===== src/mfas_regs.svh =====
// offsets, field positions, reset values and fixed codes of the flow action selector
// assumes inclusion by the package and the design module only
`ifndef MFAS_REGS_SVH
`define MFAS_REGS_SVH

// register byte offsets (apb, one aligned word each)
`define MFAS_OFF_EGR_ACT      12'h000
`define MFAS_OFF_IGR_ACT      12'h004
`define MFAS_OFF_NM_NCP       12'h008
`define MFAS_OFF_NM_CP        12'h00c
`define MFAS_OFF_CTRL         12'h010
`define MFAS_OFF_STATUS       12'h014

// common action fields
`define MFAS_F_TYPE_LO        0
`define MFAS_F_PORT_LO        2
`define MFAS_F_DROP_LO        4
// egress action fields
`define MFAS_E_PROTECT        6
`define MFAS_E_ACTIVE         7
`define MFAS_E_SCI            8
`define MFAS_E_ES             9
`define MFAS_E_SCB            10
`define MFAS_E_BYP_LO         11
`define MFAS_E_COFS_LO        13
`define MFAS_E_CONF           20
// ingress action fields
`define MFAS_I_DROP_NRES      6
`define MFAS_I_REPLAY         7
`define MFAS_I_ACTIVE         8
`define MFAS_I_VAL_LO         9
`define MFAS_I_COFS_LO        11
// nomatch: 4 bytes per register, one per tag class, fields as action bits 5:0
`define MFAS_NM_STRIDE        8
// ctrl register: bit 0 direction (1 egress), bits 4:1 header size in 2-byte units
`define MFAS_C_EGRESS         0
`define MFAS_C_HSZ_LO         1

// reset values
`define MFAS_RST_ACT          32'h0000_0000
`define MFAS_RST_CTRL         32'h0000_0000

// fixed flow type codes
`define MFAS_FT_BYPASS        2'h0
`define MFAS_FT_DROP          2'h1
`define MFAS_FT_PROCESS       2'h2
// destination ports
`define MFAS_PORT_RESERVED    2'h1
// drop handling codes
`define MFAS_DROP_CRC         2'h0
`define MFAS_DROP_PKTERR      2'h1
`define MFAS_DROP_INTERNAL    2'h2
// header bypass sizes in 2-byte units
`define MFAS_HSZ_MAX          4'h8

`endif


===== src/mfas_pkg.sv =====
// types shared by the flow action selector
// assumes mfas_regs.svh in the include path
package mfas_pkg;
	`include "mfas_regs.svh"

	typedef enum logic [1:0] {
		MFAS_TAG_UNTAGGED = 2'h0,
		MFAS_TAG_TAGGED   = 2'h1,
		MFAS_TAG_BAD      = 2'h2,
		MFAS_TAG_KAY      = 2'h3
	} mfas_tag_class_type;
endpackage


===== src/mfas_flow_action_select.sv =====
// flow action selector: applies sa or nomatch action to each looked-up frame
// assumes one lookup result per cycle, inputs synchronous to pclk
// ****************************************************************
// Overview of operation
// - each action carries a 2-bit destination port output with the frame
// - each action holds a 2-bit drop-handling field
// - egress protect bit 1 protects, 0 passes through crypto unprotected
// - each flow action carries a 1-bit association active indicator; unmatched actions have none, their output is 0
// - egress bit selects explicit or implicit sci in the tag
// - egress 2-bit count of 0, 1 or 2 bypassed vlan tags
// - egress 7-bit authenticated-only offset plus confidentiality enable
// - ingress 7-bit authenticated but undecrypted offset
// - ingress bit drops packets not from the reserved port
// - ingress bit enables replay protection
// - ingress 2-bit validation level: disabled, check or strict
// - process flows fetch sequence, keys and sci from stored context
// - unmatched packets sort into eight categories, each with own action
// - unmatched actions only pass or drop, with port and drop method
// - egress bypass count zero gives standard protection
// - ingress bypassed tag count comes from parser and sectag position
// - key agreement packets detected and bypassed in both directions
// - bypassed vlan tags excluded from encryption and authentication
// - header bypass: sectag after ethernet header plus 2 to 16 bytes
// - drop: forward with crc mark, packet error mark, or drop internally
// - header size zero means no bypassed header
// - one header size for all ports, 2 to 16 bytes in steps of two
// ****************************************************************
//
// Added by the designer: the address map and the APB interface to the registers.
`include "mfas_regs.svh"
module mfas_flow_action_select
	import mfas_pkg::*;
#(
	parameter int unsigned ADDR_W = 12
) (
	// clock, reset, enable
	input  wire logic        pclk,
	input  wire logic        presetn,
	input  wire logic        clk_en,
	// apb slave
	input  wire logic        psel,
	input  wire logic        penable,
	input  wire logic        pwrite,
	input  wire logic [ADDR_W-1:0] paddr,
	input  wire logic [31:0] pwdata,
	input  wire logic [3:0]  pstrb,
	output logic      [31:0] prdata,
	output logic             pready,
	output logic             pslverr,
	// lookup result
	input  wire logic        lk_valid,
	input  wire logic        lk_sa_hit,
	input  wire logic        lk_control,
	input  wire logic [1:0]  lk_tag_class,
	input  wire logic [1:0]  lk_src_port,
	input  wire logic [1:0]  lk_vlan_count,
	// pipeline output
	output logic             act_valid,
	output logic [1:0]       act_flow_type,
	output logic [1:0]       act_dest_port,
	output logic             act_drop_crc,
	output logic             act_drop_pkterr,
	output logic             act_drop_internal,
	output logic             act_protect,
	output logic             act_use_context,
	output logic             act_association_active,
	output logic             act_sci_explicit,
	output logic             act_end_station_bit_en,
	output logic             act_scb_bit_en,
	output logic [1:0]       act_tag_bypass,
	output logic [6:0]       act_conf_offset,
	output logic             act_conf_protect,
	output logic             act_replay_protect,
	output logic [1:0]       act_validate_level,
	output logic [4:0]       act_header_bytes
);
	if (ADDR_W < 5 || ADDR_W > 32) begin : g_addr_check
		$error("mfas: ADDR_W out of range");
	end

	// ****************************************************************
	// register file
	// ****************************************************************
	logic [31:0] egr_r;
	logic [31:0] igr_r;
	logic [31:0] ncp_r;
	logic [31:0] cp_r;
	logic [31:0] ctrl_r;
	logic [31:0] frames_r;

	wire         wr_acc = psel && penable && pwrite && clk_en;
	wire [11:0]  a12    = 12'(paddr);
	wire         hit_e  = (a12 == `MFAS_OFF_EGR_ACT);
	wire         hit_i  = (a12 == `MFAS_OFF_IGR_ACT);
	wire         hit_n  = (a12 == `MFAS_OFF_NM_NCP);
	wire         hit_c  = (a12 == `MFAS_OFF_NM_CP);
	wire         hit_k  = (a12 == `MFAS_OFF_CTRL);
	wire         hit_s  = (a12 == `MFAS_OFF_STATUS);
	wire         mapped = hit_e | hit_i | hit_n | hit_c | hit_k | hit_s;
	wire [31:0]  bmask  = {{8{pstrb[3]}}, {8{pstrb[2]}}, {8{pstrb[1]}}, {8{pstrb[0]}}};

	function automatic logic [31:0] merge(input logic [31:0] old, input logic [31:0] nw,
	                                      input logic [31:0] m);
		merge = (old & ~m) | (nw & m);
	endfunction

	// header size kept in 2-byte units, capped so only 0 and 2..16 bytes exist
	wire [3:0]   hsz_wr  = pwdata[`MFAS_C_HSZ_LO +: 4];
	wire [3:0]   hsz_ok  = (hsz_wr > `MFAS_HSZ_MAX) ? `MFAS_HSZ_MAX : hsz_wr;
	wire [31:0]  ctrl_wd = {27'h0, hsz_ok, pwdata[`MFAS_C_EGRESS]};

	always_ff @(posedge pclk or negedge presetn) begin
		if (!presetn) begin
			egr_r  <= `MFAS_RST_ACT;
			igr_r  <= `MFAS_RST_ACT;
			ncp_r  <= `MFAS_RST_ACT;
			cp_r   <= `MFAS_RST_ACT;
			ctrl_r <= `MFAS_RST_CTRL;
		end else if (wr_acc) begin
			if (hit_e) egr_r <= merge(egr_r, pwdata, bmask);
			if (hit_i) igr_r <= merge(igr_r, pwdata, bmask);
			if (hit_n) ncp_r <= merge(ncp_r, pwdata, bmask);
			if (hit_c) cp_r  <= merge(cp_r, pwdata, bmask);
			if (hit_k && pstrb[0]) ctrl_r <= ctrl_wd;
		end
	end

	// unmapped addresses answer with pslverr and zero data
	assign pready  = 1'b1;
	assign pslverr = psel && penable && !mapped;
	assign prdata  = hit_e ? egr_r : hit_i ? igr_r : hit_n ? ncp_r : hit_c ? cp_r :
	                 hit_k ? ctrl_r : hit_s ? frames_r : 32'h0;

	// ****************************************************************
	// action selection
	// ****************************************************************
	wire         egress  = ctrl_r[`MFAS_C_EGRESS];
	wire [3:0]   hsz     = ctrl_r[`MFAS_C_HSZ_LO +: 4];
	wire [31:0]  sa_act  = egress ? egr_r : igr_r;
	// four classes per register, selected by control bit and tag class
	wire [31:0]  nm_reg  = lk_control ? cp_r : ncp_r;
	wire [7:0]   nm_byte = nm_reg[lk_tag_class*`MFAS_NM_STRIDE +: 8];
	wire         is_kay  = (lk_tag_class == MFAS_TAG_KAY);
	wire [5:0]   base    = lk_sa_hit ? sa_act[5:0] : nm_byte[5:0];
	wire [1:0]   raw_ft  = base[`MFAS_F_TYPE_LO +: 2];
	// unmatched flows may only pass or drop, any other code passes
	wire [1:0]   nm_ft   = (raw_ft == `MFAS_FT_DROP) ? `MFAS_FT_DROP : `MFAS_FT_BYPASS;
	wire [1:0]   ft0     = lk_sa_hit ? raw_ft : nm_ft;
	// key agreement frames never enter the transform
	wire [1:0]   ft1     = (is_kay && ft0 == `MFAS_FT_PROCESS) ? `MFAS_FT_BYPASS : ft0;
	wire         nres    = !egress && lk_sa_hit && igr_r[`MFAS_I_DROP_NRES]
	                       && (lk_src_port != `MFAS_PORT_RESERVED);
	wire [1:0]   ft      = nres ? `MFAS_FT_DROP : ft1;
	wire [1:0]   drop_m  = base[`MFAS_F_DROP_LO +: 2];
	wire         dropping = (ft == `MFAS_FT_DROP);
	wire         proc     = (ft == `MFAS_FT_PROCESS);
	wire         eproc    = proc && egress;
	wire         iproc    = proc && !egress;
	// egress takes the configured count, ingress the parser count before the sectag
	wire [1:0]   ebyp    = (egr_r[`MFAS_E_BYP_LO +: 2] > 2'h2) ? 2'h2 : egr_r[`MFAS_E_BYP_LO +: 2];
	wire [1:0]   ibyp    = (lk_vlan_count > 2'h2) ? 2'h2 : lk_vlan_count;
	wire [1:0]   byp     = egress ? ebyp : ibyp;
	wire [4:0]   hbytes  = {hsz, 1'b0};

	always_ff @(posedge pclk or negedge presetn) begin
		if (!presetn) begin
			act_valid              <= 1'b0;
			act_flow_type          <= `MFAS_FT_BYPASS;
			act_dest_port          <= 2'h0;
			act_drop_crc           <= 1'b0;
			act_drop_pkterr        <= 1'b0;
			act_drop_internal      <= 1'b0;
			act_protect            <= 1'b0;
			act_use_context        <= 1'b0;
			act_association_active <= 1'b0;
			act_sci_explicit       <= 1'b0;
			act_end_station_bit_en <= 1'b0;
			act_scb_bit_en         <= 1'b0;
			act_tag_bypass         <= 2'h0;
			act_conf_offset        <= 7'h0;
			act_conf_protect       <= 1'b0;
			act_replay_protect     <= 1'b0;
			act_validate_level     <= 2'h0;
			act_header_bytes       <= 5'h0;
			frames_r               <= 32'h0;
		end else if (clk_en) begin
			act_valid <= lk_valid;
			if (lk_valid) begin
				frames_r               <= frames_r + 32'h1;
				act_flow_type          <= ft;
				act_dest_port          <= base[`MFAS_F_PORT_LO +: 2];
				act_drop_crc           <= dropping && drop_m == `MFAS_DROP_CRC;
				act_drop_pkterr        <= dropping && drop_m == `MFAS_DROP_PKTERR;
				act_drop_internal      <= dropping && drop_m == `MFAS_DROP_INTERNAL;
				act_protect            <= eproc && egr_r[`MFAS_E_PROTECT];
				act_use_context        <= proc;
				act_association_active <= lk_sa_hit && (egress ? egr_r[`MFAS_E_ACTIVE]
				                                               : igr_r[`MFAS_I_ACTIVE]);
				act_sci_explicit       <= eproc && egr_r[`MFAS_E_SCI];
				act_end_station_bit_en <= eproc && egr_r[`MFAS_E_ES];
				act_scb_bit_en         <= eproc && egr_r[`MFAS_E_SCB];
				act_tag_bypass         <= proc ? byp : 2'h0;
				act_conf_offset        <= eproc ? egr_r[`MFAS_E_COFS_LO +: 7] :
				                          iproc ? igr_r[`MFAS_I_COFS_LO +: 7] : 7'h0;
				act_conf_protect       <= eproc && egr_r[`MFAS_E_CONF];
				act_replay_protect     <= iproc && igr_r[`MFAS_I_REPLAY];
				act_validate_level     <= iproc ? igr_r[`MFAS_I_VAL_LO +: 2] : 2'h0;
				act_header_bytes       <= hbytes;
			end
		end
	end
endmodule


===== config.mk =====
export PLATFORM = sky130hd
export DESIGN_NAME = mfas_flow_action_select
export DESIGN_NICKNAME = d
export VERILOG_FILES = /design/src/mfas_pkg.sv /design/src/mfas_flow_action_select.sv
export VERILOG_INCLUDE_DIRS = /design/src
export SDC_FILE = /design/constraint.sdc
export NUM_CORES = 1
export LEC_CHECK = 0
export BUFFER_PORTS_ARGS = -buffer_cell sky130_fd_sc_hd__buf_2
export CAP_MARGIN = 20
export CORE_MARGIN = 10
export CORE_UTILIZATION = 52
export CTS_CLUSTER_SIZE = 30
export DETAILED_ROUTE_END_ITERATION = 8
export GPL_ROUTABILITY_DRIVEN = 0
export PLACE_DENSITY = 0.79
export SYNTH_ARGS = -nofsm -noshare
export SYNTH_HDL_FRONTEND = slang
export SYNTH_SLANG_ARGS = --single-unit

===== constraint.sdc =====
create_clock -name pclk -period 1.75 [get_ports pclk]
set_input_delay 0.0875 -clock pclk [delete_from_list [all_inputs] [get_ports pclk]]
set_output_delay 0.0875 -clock pclk [all_outputs]
set_load 0.01 [all_outputs]

---- After elaboration in Yosys (flattened, before gate mapping) ----
Cells that the tools add are included.
storage, ports and cells
  register bits after elaboration ......... 196
  bits of input ports ..................... 63
  output and inout bits ................... 66
operators by class
  add/subtract/negate cells ............... 1
  order comparisons ....................... 3
  eq/ne operators ......................... 13
  shift-type cells ........................ 1
  mux-type cells .......................... 22
  bitwise gates (word level) .............. 15
  reductions and logical operators ........ 31
operators by type and width
  cell                   number
  $mux 32                7
  $and 32x32->32         5
  $or 32x32->32          4
  $add 32x1->32 const B  1
  $not 32->32            1
  $shiftx 32x6->6        1
  $eq 12x4->1 const B    2
  $eq 12x5->1 const B    2
  $logic_and 1x1->1      21
  $mux 2                 8
  $mux 7                 2
  $eq 12x3->1 const B    1
  $logic_not 12->1       1
  $mux 6                 2
  $reduce_and 2->1       6
  $eq 2x2->1 const B     4
  $eq 2x1->1 const B     3
  $or 1x1->1             5
  $gt 2x2->1 const B     2
  $gt 4x4->1 const B     1
  $mux 4                 1
  $logic_not 1->1        2
  $logic_not 2->1        1
  $mux 1                 2
  $ne 2x1->1 const B     1

---- Longest topological paths before layout ----
Gate-level depths: netlist of the first run.
  word-level depth ........................ 14
  depth in mapped cells ................... 7
  mapped depth without buffers ............ 5

---- Worst setup path before layout of the first run ----
Ideal clock, no wire load.
  kind .................................... input port to flip-flop
  start point ............................. input port paddr[10]
  end point ............................... register with a tool-made name
  library setup time ...................... 0.125 ns
  data arrival time ....................... 1.634 ns
  data required time ...................... 1.625 ns
  slack ................................... -0.009 ns
  stages on the path ...................... 7
  buffers on the path ..................... 2
  cells stage by stage .................... nor4_4 > nand3_2 > buf_6 > or3_1 > buf_6 > nor2_8 > mux2_4
RTL lines
  element      RTL line                       source
  from (decl)  mfas_flow_action_select.sv:44  input wire logic [ADDR_W-1:0] paddr,

---- Final worst setup path of the first run ----
  start point ............................. register frames_r[3]
  end point ............................... output port prdata[3]
on the way
  word-level cells in the longest chain between the ends .. 6
RTL lines
  element                 RTL line                        source
  from (decl)             mfas_flow_action_select.sv:89   logic [31:0] frames_r;
  from (signal assigned)  mfas_flow_action_select.sv:189  frames_r <= frames_r + 32'h1;
  $mux 32 (2 in series)   mfas_flow_action_select.sv:132  hit_k ? ctrl_r : hit_s ? frames_r : 32'h0;
  $mux 32 (4 in series)   mfas_flow_action_select.sv:131  assign prdata = hit_e ? egr_r : hit_i ? igr_r : hit_n ? ncp_r : hit_c ? cp_r :
  to (decl)               mfas_flow_action_select.sv:47   output logic [31:0] prdata,
No other way between the ends.

==> results of run 1 <==
-- worst reg2reg max path: cells and delay by family, from the launching register on --
kind             cells  cell delay (ps)
XOR/XNOR             1              180
flip-flops           1              360
AND/OR/NAND/NOR      4             1150
-- per-layer routing --
layer	vias up	global-route usage, %	wire [µm]	share of wire (%)
li1	3450	-	-	-
met1	3994	28.41	12020	40
met2	402	39.05	14550	48
met3	102	6.387	2324	7.7
met4	2	8.719	1126	3.7
met5	-	0	13	0.043
-- final cells by class --
cell class,instances,area share [%]
Clock buffer,19,3.473
Clock inverter,13,1.001
Inverter,10,0.2943
Multi-Input combinational cell,544,38.02
Sequential cell,196,38.46
Tap cell,229,2.246
Timing Repair Buffer,273,16.50
-- power by group through the flow --
stage	sequential [mW]	clock [mW]	combinational (mW)
floorplan	4.77	0	0.274
global placement	4.74	0	0.781
detailed placement	4.74	0	0.796
CTS	4.65	3.84	0.870
global route	4.67	4.00	1.01
finish	4.66	3.83	0.945
-- placed cells by master (no fill, tap or decap), types with 4 or more instances in the layout --
master	netlist	layout
buf_4	2	89
nor2_8	4	4
nand2_1	51	51
clkinv_4	0	5
o2bb2ai_1	26	15
xnor2_1	17	17
nor2_2	4	4
nor3_1	14	9
clkbuf_16	0	19
nand2b_1	5	5
o2bb2ai_4	0	6
o2bb2ai_2	0	5
nand3b_1	6	6
a221o_1	17	17
nor2_1	34	34
buf_2	10	120
a32o_1	6	4
a21oi_1	11	9
buf_6	2	11
dfrtp_1	196	195
nor3_2	8	11
o22ai_1	8	5
o21ai_2	0	4
nand3_1	22	21
nand4_1	6	6
buf_12	0	13
nor2b_1	10	10
mux2_4	16	16
mux2_2	135	135
a22o_1	17	17
inv_1	10	10
a22oi_1	17	15
dlygate4sd3_1	0	36
nor3_4	2	4
xor2_1	14	14
o21ai_0	26	20
mux2i_1	17	16
mux4_2	4	4
-- cells by family after synthesis --
logic type	share of synthesized area (%)
buf+inv	2.455
mux	20.87
compound gates	11.45
simple gates	11.55
fa+ha+maj	0.1292
xor+xnor	2.804
flops	50.66
other cells	0.07757
-- timing repair --
action | CTS | global route
buffers inserted | 2 | 10
gates cloned | 1 | 2
resized for setup | 20 | 52
pin swaps | 9 | 18
setup endpoints to repair | 23 | 87
hold endpoints to repair | 186 | 0
hold buffers | 36 | 0
-- worst paths after layout --
| kind | end | slack, ps | cells past startpoint |
|---|---|---|---|
| worst min register to register | act_tag_bypass[1] | 480 | 2 |
| worst min-delay path | act_tag_bypass[0] | 30 | 4 |
| max in group asynchronous | asynchronous set/reset pin | 850 | 3 |
| worst max register to register | frames_r[31] | -10 | 5 |
| worst max-delay path | prdata[3] | -120 | 6 |
| min in group asynchronous | asynchronous set/reset pin | 230 | 2 |
==> impl_metrics.py, run 1 <==
metrics = {
    "pwr": {
        "powerDensity_nw_per_um2": 739.5,
        "power_frac_seq_pct": 49.4,
        "swShare_pct": 25.11,
        "total_power_mw": 9.432,
        "p_leak_nw": 6.202,
        "ir_drop_v": 0.0006971,
        "p_sw_mw": 2.368,
        "pwr-share-clk_pct": 40.6,
        "p_comb_share_pct": 10.0,
        "intPower_mw": 7.064,
    },
    "floorplan": {
        "ios": 129,
        "rows": 49,
        "chipWidth_um": 156.5,
        "start_util_pct": 53.35,
        "coreArea_um2": 18150,
        "dieArea_um2": 24480,
        "die_h_um": 156.5,
    },
    "worst_hold_path": {
        "hp-class": "input port to register",
        "hp-start": "lk_vlan_count[0]",
    },
    "yosys": {
        "synthTopCellsByCount": "dfrtp_1, mux2_2, nand2_1",
        "syn_nets": 858,
        "syn_area_um2": 9682,
        "synth_edf_count": 0,
        "synthTopCellsByArea": "dfrtp_1, mux2_2, mux2_4, o2bb2ai_1, nand2_1",
        "yosysSeqAreaShare_pct": 50.66,
        "yosysTopAreaCell": "dfrtp_1",
        "synth_top_cell_area_share_pct": 50.66,
        "synth.most_common_cell": "dfrtp_1",
        "synthCells": 794,
        "synth_warnings": 0,
        "ys_seq_elements": 196,
        "syn_area_per_cell_um2": 12.19,
        "ys.flop_type": "dfrtp_1",
        "ys_types": 63,
        "synthArstFlopShare_pct": 100.0,
    },
    "clock_network": {
        "clk_latency_ps": 440,
        "cts_buffers": 17,
        "cts_sinks": 196,
        "cts_tree": "yes",
        "clkTransAtPathRegs_ps": 70,
        "cts-htree-levels": 4,
        "cts_max_path_buffers": 2,
        "cts_root_buffer": "clkbuf_16",
    },
    "setup_path": {
        "critPathLaunchType": "register",
        "path_buf_inv": 2,
        "r2r_start": "frames_r[2]",
        "crit_family": "compound AO/OA/AOI/OAI gates",
        "path_class": "register to primary output",
        "crit_start": "frames_r[3]",
        "crit_required_ps": 1660,
        "cp.arrival_ps": 1780,
        "cpMaxStageDelayCell": "dfrtp_1",
        "end_kind": "primary output",
        "crit_path_max_fanout": 2,
        "cp_cell_sequence": "buf_6 -> a32o_2 -> o21ai_2 -> o21a_1 -> o22ai_2 -> buf_2",
        "slowest_delay_ps": 390,
    },
    "global_route": {
        "grt_pass1_vias": 7937,
        "track_usage_pct": 23.38,
        "grt_overflow": 0,
        "antenna_found_initial": 1,
        "grt_max_degree": 67,
        "grt_pass1_wl_um": 44400,
    },
    "final_layout": {
        "layout-drive-gt1-share_pct": 46.35,
        "fin_area_um2": 12750,
        "seq_area_um2": 4906,
        "fin_nets": 1106,
        "fin_cells": 1284,
        "post-route-util_pct": 70.28,
        "antenna_cells": 0,
        "multiInputGateArea_um2": 4850,
        "area_growth_pct": 31.74,
        "fill_cells": 1201,
    },
    "sta": {
        "max_slew_margin_pct": 61.06,
        "clock.fmax_mhz": 535.5,
        "skew_ps": 10.50,
        "setup_ws_ps": -117.6,
        "maxSlewViolCount": 0,
        "setup_tns_ps": -919.7,
        "final.period_utilization_pct": 106.7,
        "worstMarginPinSlew_ps": 584.1,
        "hold_viol_final": 0,
        "period_needed_ps": 1868,
        "hold_ws_ps": 32.13,
        "rsz0062_at_grt": "yes",
        "finalSetupViolCount": 30,
    },
    "run_status": {
        "violations": "negative setup slack",
        "status": "finished with violations",
    },
    "placed_design": {
        "portBuffers": 126,
        "placed_area_um2": 11300,
        "dpl.hpwl_um": 20580,
        "dp.cells": 1202,
        "pre_cts_ws_ps": -230.3,
    },
    "route": {
        "drc": 0,
        "via_per_inst": 6.192,
        "dr.pass1.iters": 7,
        "vias": 7950,
        "drt_wl_total_um": 30040,
        "drtIter0Drc": 644,
        "routedWlPerCell_um": 23.39,
        "ant_nets": 0,
    },
    "run": {
        "max_cap_viol_count": 0,
    },
}
(Power assumes the default switching activity.)
==> inputs of run 2 (changes only) <==
==> constraint.sdc (replaced) <==
create_clock -name pclk -period 1.75 [get_ports pclk]
set_input_delay 0.2625 -clock pclk [delete_from_list [all_inputs] [get_ports pclk]]
set_output_delay 0.2625 -clock pclk [all_outputs]
set_load 0.01 [all_outputs]
==> run 2 against run 1 <==
Compared with the run above:
- the flow still finishes with violations (negative setup slack)
- non-clock buffer count shrank 15
- flip-flop and latch count unchanged
- utilization increased by 0.92 points
- sequential power is essentially flat
- combinational power is 2% lower
- worst setup slack lost 310 ps
- via count shrank 1.6%
- critical path depth is 3 higher
- first-iteration DRC count increased by 25%
- critical endpoint is now prdata[17]
- largest cell class is now multi-input combinational cells
==> impl_metrics.py, run 2 (synthesized netlist as in run 1, its figures left out) <==
metrics = {
    "pwr": {
        "intPower_mw": 7.202,
        "power_frac_seq_pct": 48.0,
        "pwr-share-clk_pct": 42.4,
        "powerDensity_nw_per_um2": 752.8,
        "ir_drop_v": 0.0007803,
        "p_leak_nw": 6.280,
        "p_comb_share_pct": 9.6,
        "p_sw_mw": 2.526,
        "swShare_pct": 25.97,
    },
    "setup_path": {
        "worst-r2r-setup-slack_ps": -30,
        "crit_path_max_fanout": 7,
        "r2r-end": "act_drop_internal",
        "cpMaxStageDelayCell": "nor4_4",
        "path_buf_inv": 4,
        "cp_cell_sequence": "buf_6 -> nor4_4 -> buf_4 -> and3_4 -> and3_4 -> clkbuf_16 -> o2bb2ai_2 -> a22o_1 -> buf_2",
        "crit_family": "simple AND/OR/NAND/NOR gates",
        "rr_worst_depth": 5,
        "critPathLaunchType": "input port",
        "end_kind": "primary output",
        "slowest_delay_ps": 300,
        "critPathMostFrequentCell": "and3_4",
        "path_class": "input port to primary output",
        "cp.arrival_ps": 1920,
        "crit_required_ps": 1490,
    },
    "placed_design": {
        "placed_area_um2": 11480,
        "pre_cts_ws_ps": -378.6,
        "portBuffers": 126,
        "dpl.hpwl_um": 20860,
    },
    "clock_network": {
        "cts_buffers": 17,
        "clkTransAtPathRegs_ps": 80,
        "cts_sinks": 196,
        "cts-htree-levels": 4,
        "cts_max_path_buffers": 2,
        "cts_tree": "yes",
        "clk_latency_ps": 450,
        "cts_root_buffer": "clkbuf_16",
    },
    "run_status": {
        "violations": "negative setup slack",
        "status": "finished with violations",
    },
    "worst_hold_path": {
        "whs_path_depth": 2,
        "hp-class": "input port to register",
        "hp-start": "pwdata[27]",
    },
    "sta": {
        "maxSlewViolCount": 0,
        "hold_viol_final": 0,
        "final.period_utilization_pct": 124.5,
        "rsz0062_at_grt": "yes",
        "setup_ws_ps": -429.1,
        "skew_ps": 9.890,
        "clock.fmax_mhz": 458.9,
        "finalSetupViolCount": 67,
        "period_needed_ps": 2179,
    },
    "route": {
        "vias": 7825,
        "drt_wl_total_um": 30590,
        "dr.pass1.iters": 5,
        "drtIter0Drc": 806,
        "drc": 0,
        "routedWlPerCell_um": 24.11,
        "via_per_inst": 6.166,
        "ant_nets": 0,
    },
    "floorplan": {
        "start_util_pct": 53.35,
        "chipWidth_um": 156.5,
        "die_h_um": 156.5,
        "rows": 49,
        "coreArea_um2": 18150,
        "ios": 129,
        "dieArea_um2": 24480,
    },
    "run": {
        "max_cap_viol_count": 0,
    },
    "final_layout": {
        "fin_area_um2": 12920,
        "final_common_cell": "dfrtp_1",
        "area_growth_pct": 33.46,
        "fin_nets": 1091,
        "antenna_cells": 0,
        "layout-drive-gt1-share_pct": 51.25,
        "final_cell_mix": "dfrtp_1, buf_2, mux2_2, buf_4, nand2_1",
    },
    "global_route": {
        "grt_overflow": 0,
        "track_usage_pct": 24.03,
        "grt_max_degree": 71,
        "antenna_found_initial": 1,
        "grt_pass1_vias": 8237,
        "grt_pass1_wl_um": 45880,
    },
}
[run 2: changes by cell type in the layout (fill, tap and decap cells not counted), moves of 5 or more]
cell / change
mux2_4: +18
dlygate4sd3_1: -35
buf_6: +7
o2bb2ai_2: +14
o2bb2ai_1: -15
buf_4: +10
mux2_2: -18
buf_12: +5
[run 2: power by group through the flow]
stage | Clock (mW) | Combinational (mW) | Sequential [mW]
5_1_grt | 4.31 | 0.998 | 4.68
3_5_place_dp | 0 | 0.816 | 4.75
4_1_cts | 4.12 | 0.888 | 4.67
2_1_floorplan | 0 | 0.275 | 4.77
6_report | 4.13 | 0.930 | 4.67
3_3_place_gp | 0 | 0.794 | 4.75
[run 2: routing by layer]
metal | vias to the layer above | GRT usage, % | part of all wire (%)
li1 | 3405 | - | -
met1 | 3996 | 29.47 | 40
met2 | 339 | 40.66 | 51
met3 | 83 | 5.537 | 6.3
met4 | 2 | 8.764 | 3.2
met5 | - | 0 | 0.023
[run 2: final cells by class]
cell class | instances | area (µm²)
Clock buffer | 17 | 425.4
Clock inverter | 15 | 183.9
Fill cell | 1200 | 5226
Inverter | 10 | 37.54
Multi-Input combinational cell | 544 | 5107
Sequential cell | 196 | 4905
Tap cell | 229 | 286.5
Timing Repair Buffer | 258 | 1976
[run 2: what timing repair did]
item                                   in CTS  in global routing
resized for setup                          66                 70
hold buffers                                1                  0
setup buffers                              12                  5
endpoints found under the hold margin     196                  0
cloned                                      1                  1
pin swaps                                  13                 21
setup endpoints to repair                  43                102
[run 2: stage by stage]
| step | hold WS (ps) | total power [mW] | TNS, ps | util [%] | instances |
|---|---|---|---|---|---|
| 3_3_place_gp | 89.08 | 5.542 | -44860 | 63.28 | 1219 |
| 2_1_floorplan | -33.09 | 5.042 | -10590 | - | 794 |
| 4_1_cts | 82.97 | 9.672 | -11080 | 68.93 | 1265 |
| 5_1_grt | 85.99 | 9.984 | -16640 | 71.20 | 1269 |
| 6_report | 91.00 | 9.728 | -13280 | 71.20 | 1269 |
| 3_5_place_dp | 86.65 | 5.569 | -46190 | 63.28 | 1219 |
[run 2: how the worst max path moves through the flow]
stage | startpoint | end | depth (start not counted)
final | paddr[7] | prdata[17] | 9
after global placement | paddr[10] | prdata[19] | 9
after floorplan | paddr[10] | register | 7
after global routing | paddr[7] | prdata[17] | 9
after CTS | paddr[5] | prdata[6] | 9
after detailed placement | paddr[10] | register | 9
[run 2: worst reg2reg max path, delay by kind of cell (launching register included)]
family          cells  cell delay [ps]
flops               1              400
simple gates        3              820
compound gates      2              440
==> inputs of run 3 (changes only) <==
Settings changed: CORE_ASPECT_RATIO set to 0.5.
==> run 3 against run 2 <==
Compared with the run above:
- the run still ends with negative setup slack left
- final cell count increased by 2.0%
- critical path type unchanged
- final area down 0.75%
- maximum frequency increased by 1.2%
- hold slack got worse by 1.6 ps
- worst setup slack improved by 26 ps
==> impl_metrics.py, run 3 (synthesized netlist as in run 1, its figures left out) <==
metrics = {
    "worst_hold_path": {
        "whs_path_depth": 2,
        "hp-class": "input port to register",
    },
    "clock_network": {
        "cts_buffers": 17,
        "cts_max_path_buffers": 2,
        "cts_sinks": 196,
        "cts_tree": "yes",
        "cts-htree-levels": 4,
        "clkTransAtPathRegs_ps": 80,
        "cts_root_buffer": "clkbuf_16",
        "clk_latency_ps": 450,
    },
    "global_route": {
        "grt_pass1_vias": 8196,
        "antenna_found_initial": 2,
        "grt_overflow": 0,
        "track_usage_pct": 24.96,
        "grt_pass1_wl_um": 47310,
        "grt_max_degree": 52,
    },
    "setup_path": {
        "path_class": "input port to primary output",
        "cp_cell_sequence": "buf_6 -> nor4_4 -> and3_4 -> and3_4 -> buf_12 -> o2bb2ai_1 -> a22o_1 -> buf_2",
        "critPathMostFrequentCell": "and3_4",
        "cpMaxStageDelayCell": "nor4_4",
        "crit_path_max_fanout": 16,
        "crit_family": "simple AND/OR/NAND/NOR gates",
        "rr_worst_depth": 6,
        "cp.arrival_ps": 1890,
        "path_buf_inv": 3,
        "slowest_delay_ps": 350,
        "crit_required_ps": 1490,
        "worst-path-stages": 8,
        "critPathLaunchType": "input port",
        "end_kind": "primary output",
    },
    "route": {
        "vias": 8239,
        "ant_nets": 0,
        "dr.pass1.iters": 8,
        "routedWlPerCell_um": 25.13,
        "drt_wl_total_um": 32520,
        "drc": 0,
        "drtIter0Drc": 1041,
        "via_per_inst": 6.367,
    },
    "pwr": {
        "power_frac_seq_pct": 48.6,
        "intPower_mw": 7.101,
        "p_comb_share_pct": 10.4,
        "ir_drop_v": 0.0007211,
        "swShare_pct": 26.35,
        "p_sw_mw": 2.541,
        "p_leak_nw": 6.250,
        "powerDensity_nw_per_um2": 751.8,
        "pwr-share-clk_pct": 41.0,
        "total_power_mw": 9.642,
    },
    "floorplan": {
        "rows": 35,
        "coreArea_um2": 18350,
        "start_util_pct": 52.77,
        "die_h_um": 116.5,
        "ios": 129,
        "dieArea_um2": 24810,
        "chipWidth_um": 213.0,
    },
    "sta": {
        "clock.fmax_mhz": 464.5,
        "hold_ws_ps": 89.44,
        "finalSetupViolCount": 69,
        "hold_viol_final": 0,
        "period_needed_ps": 2153,
        "setup_tns_ps": -10950,
        "final.period_utilization_pct": 123.0,
        "max_slew_margin_pct": 62.04,
        "maxSlewViolCount": 0,
        "setup_ws_ps": -402.9,
        "skew_ps": 14.82,
        "rsz0062_at_grt": "yes",
        "worstMarginPinSlew_ps": 565.1,
    },
    "final_layout": {
        "final_common_cell": "dfrtp_1",
        "final_cell_mix": "dfrtp_1, buf_2, mux2_2, buf_4, nand2_1",
        "post-route-util_pct": 69.89,
        "fin_nets": 1104,
        "area_growth_pct": 32.46,
        "layout-drive-gt1-share_pct": 51.05,
    },
    "run": {
        "max_cap_viol_count": 0,
    },
    "placed_design": {
        "dpl.hpwl_um": 21370,
        "portBuffers": 126,
    },
    "run_status": {
        "violations": "negative setup slack",
        "status": "finished with violations",
    },
}
-- run 3: cell count changes in the layout (fill, tap and decap cells not counted), sizes merged --
cell      change
bufinv        -1
inv           -3
clkinvlp      -1
clkinv        +3
buf          +12
diode         +2
clkbuf        +1
bufbuf        +1
-- run 3: path summary, 6_finish.rpt --
path / from / end / slack, ps
worst max-delay path: paddr[5] / prdata[19] / -400
worst min-delay path: pwdata[29] / register / 90
worst max register to register: frames_r[3] / frames_r[21] / -80
worst min register to register: act_dest_port[1] / act_dest_port[1] / 480
max in group asynchronous: presetn / asynchronous set/reset pin / 760
min in group asynchronous: presetn / asynchronous set/reset pin / 320
-- run 3: power groups by stage --
stage | Clock (mW) | Combinational (mW) | Sequential (mW)
6_report | 3.96 | 1.00 | 4.68
4_1_cts | 3.95 | 0.882 | 4.67
2_1_floorplan | 0 | 0.275 | 4.77
3_3_place_gp | 0 | 0.776 | 4.74
3_5_place_dp | 0 | 0.800 | 4.75
5_1_grt | 4.14 | 1.05 | 4.69
-- run 3: area by class of cell --
| type | instances | area [µm²] |
|---|---|---|
| tap | 240 | 300.3 |
| fill | 1148 | 5524 |
| antenna | 2 | 5.005 |
| clock inverter | 13 | 140.1 |
| inverter | 10 | 37.54 |
| clock buffer | 18 | 439.2 |
| multi-input combinational | 544 | 4916 |
| timing repair buffer | 271 | 2078 |
| sequential | 196 | 4908 |
-- run 3: worst reg2reg max path: stages (launching register included) --
cell     delay, ps
dfrtp_1        370
buf_4          120
and4_4         240
nand4_1        130
or3b_4         530
nor2_2         140
xor2_1         210
-- run 3: metal layers --
layer  vias to the layer above  wire [µm]  global-route usage [%]
li1                       3449          -                       -
met1                      4143      12870                   32.28
met2                       520      15270                   41.01
met3                       127       3024                   5.009
met4                         0       1351                   9.405
met5                         -          0                       0
-- run 3: per-stage QoR --
step,setup slack [ps],instance area [µm²],instances
finish,-402.9,12820,1294
detailed placement,-370.6,11540,1237
global route,-500.1,12820,1293
floorplan,-158.2,9727,794
CTS,-312.5,12500,1284
global placement,-377.3,11540,1237
-- run 3: what timing repair did --
item	4_1_cts	5_1_grt
pin swaps	18	20
hold buffers	1	0
setup buffers	13	8
endpoints found under the setup margin	61	90
gates resized for setup	58	67
cloned	2	1
hold endpoints to repair	40	0
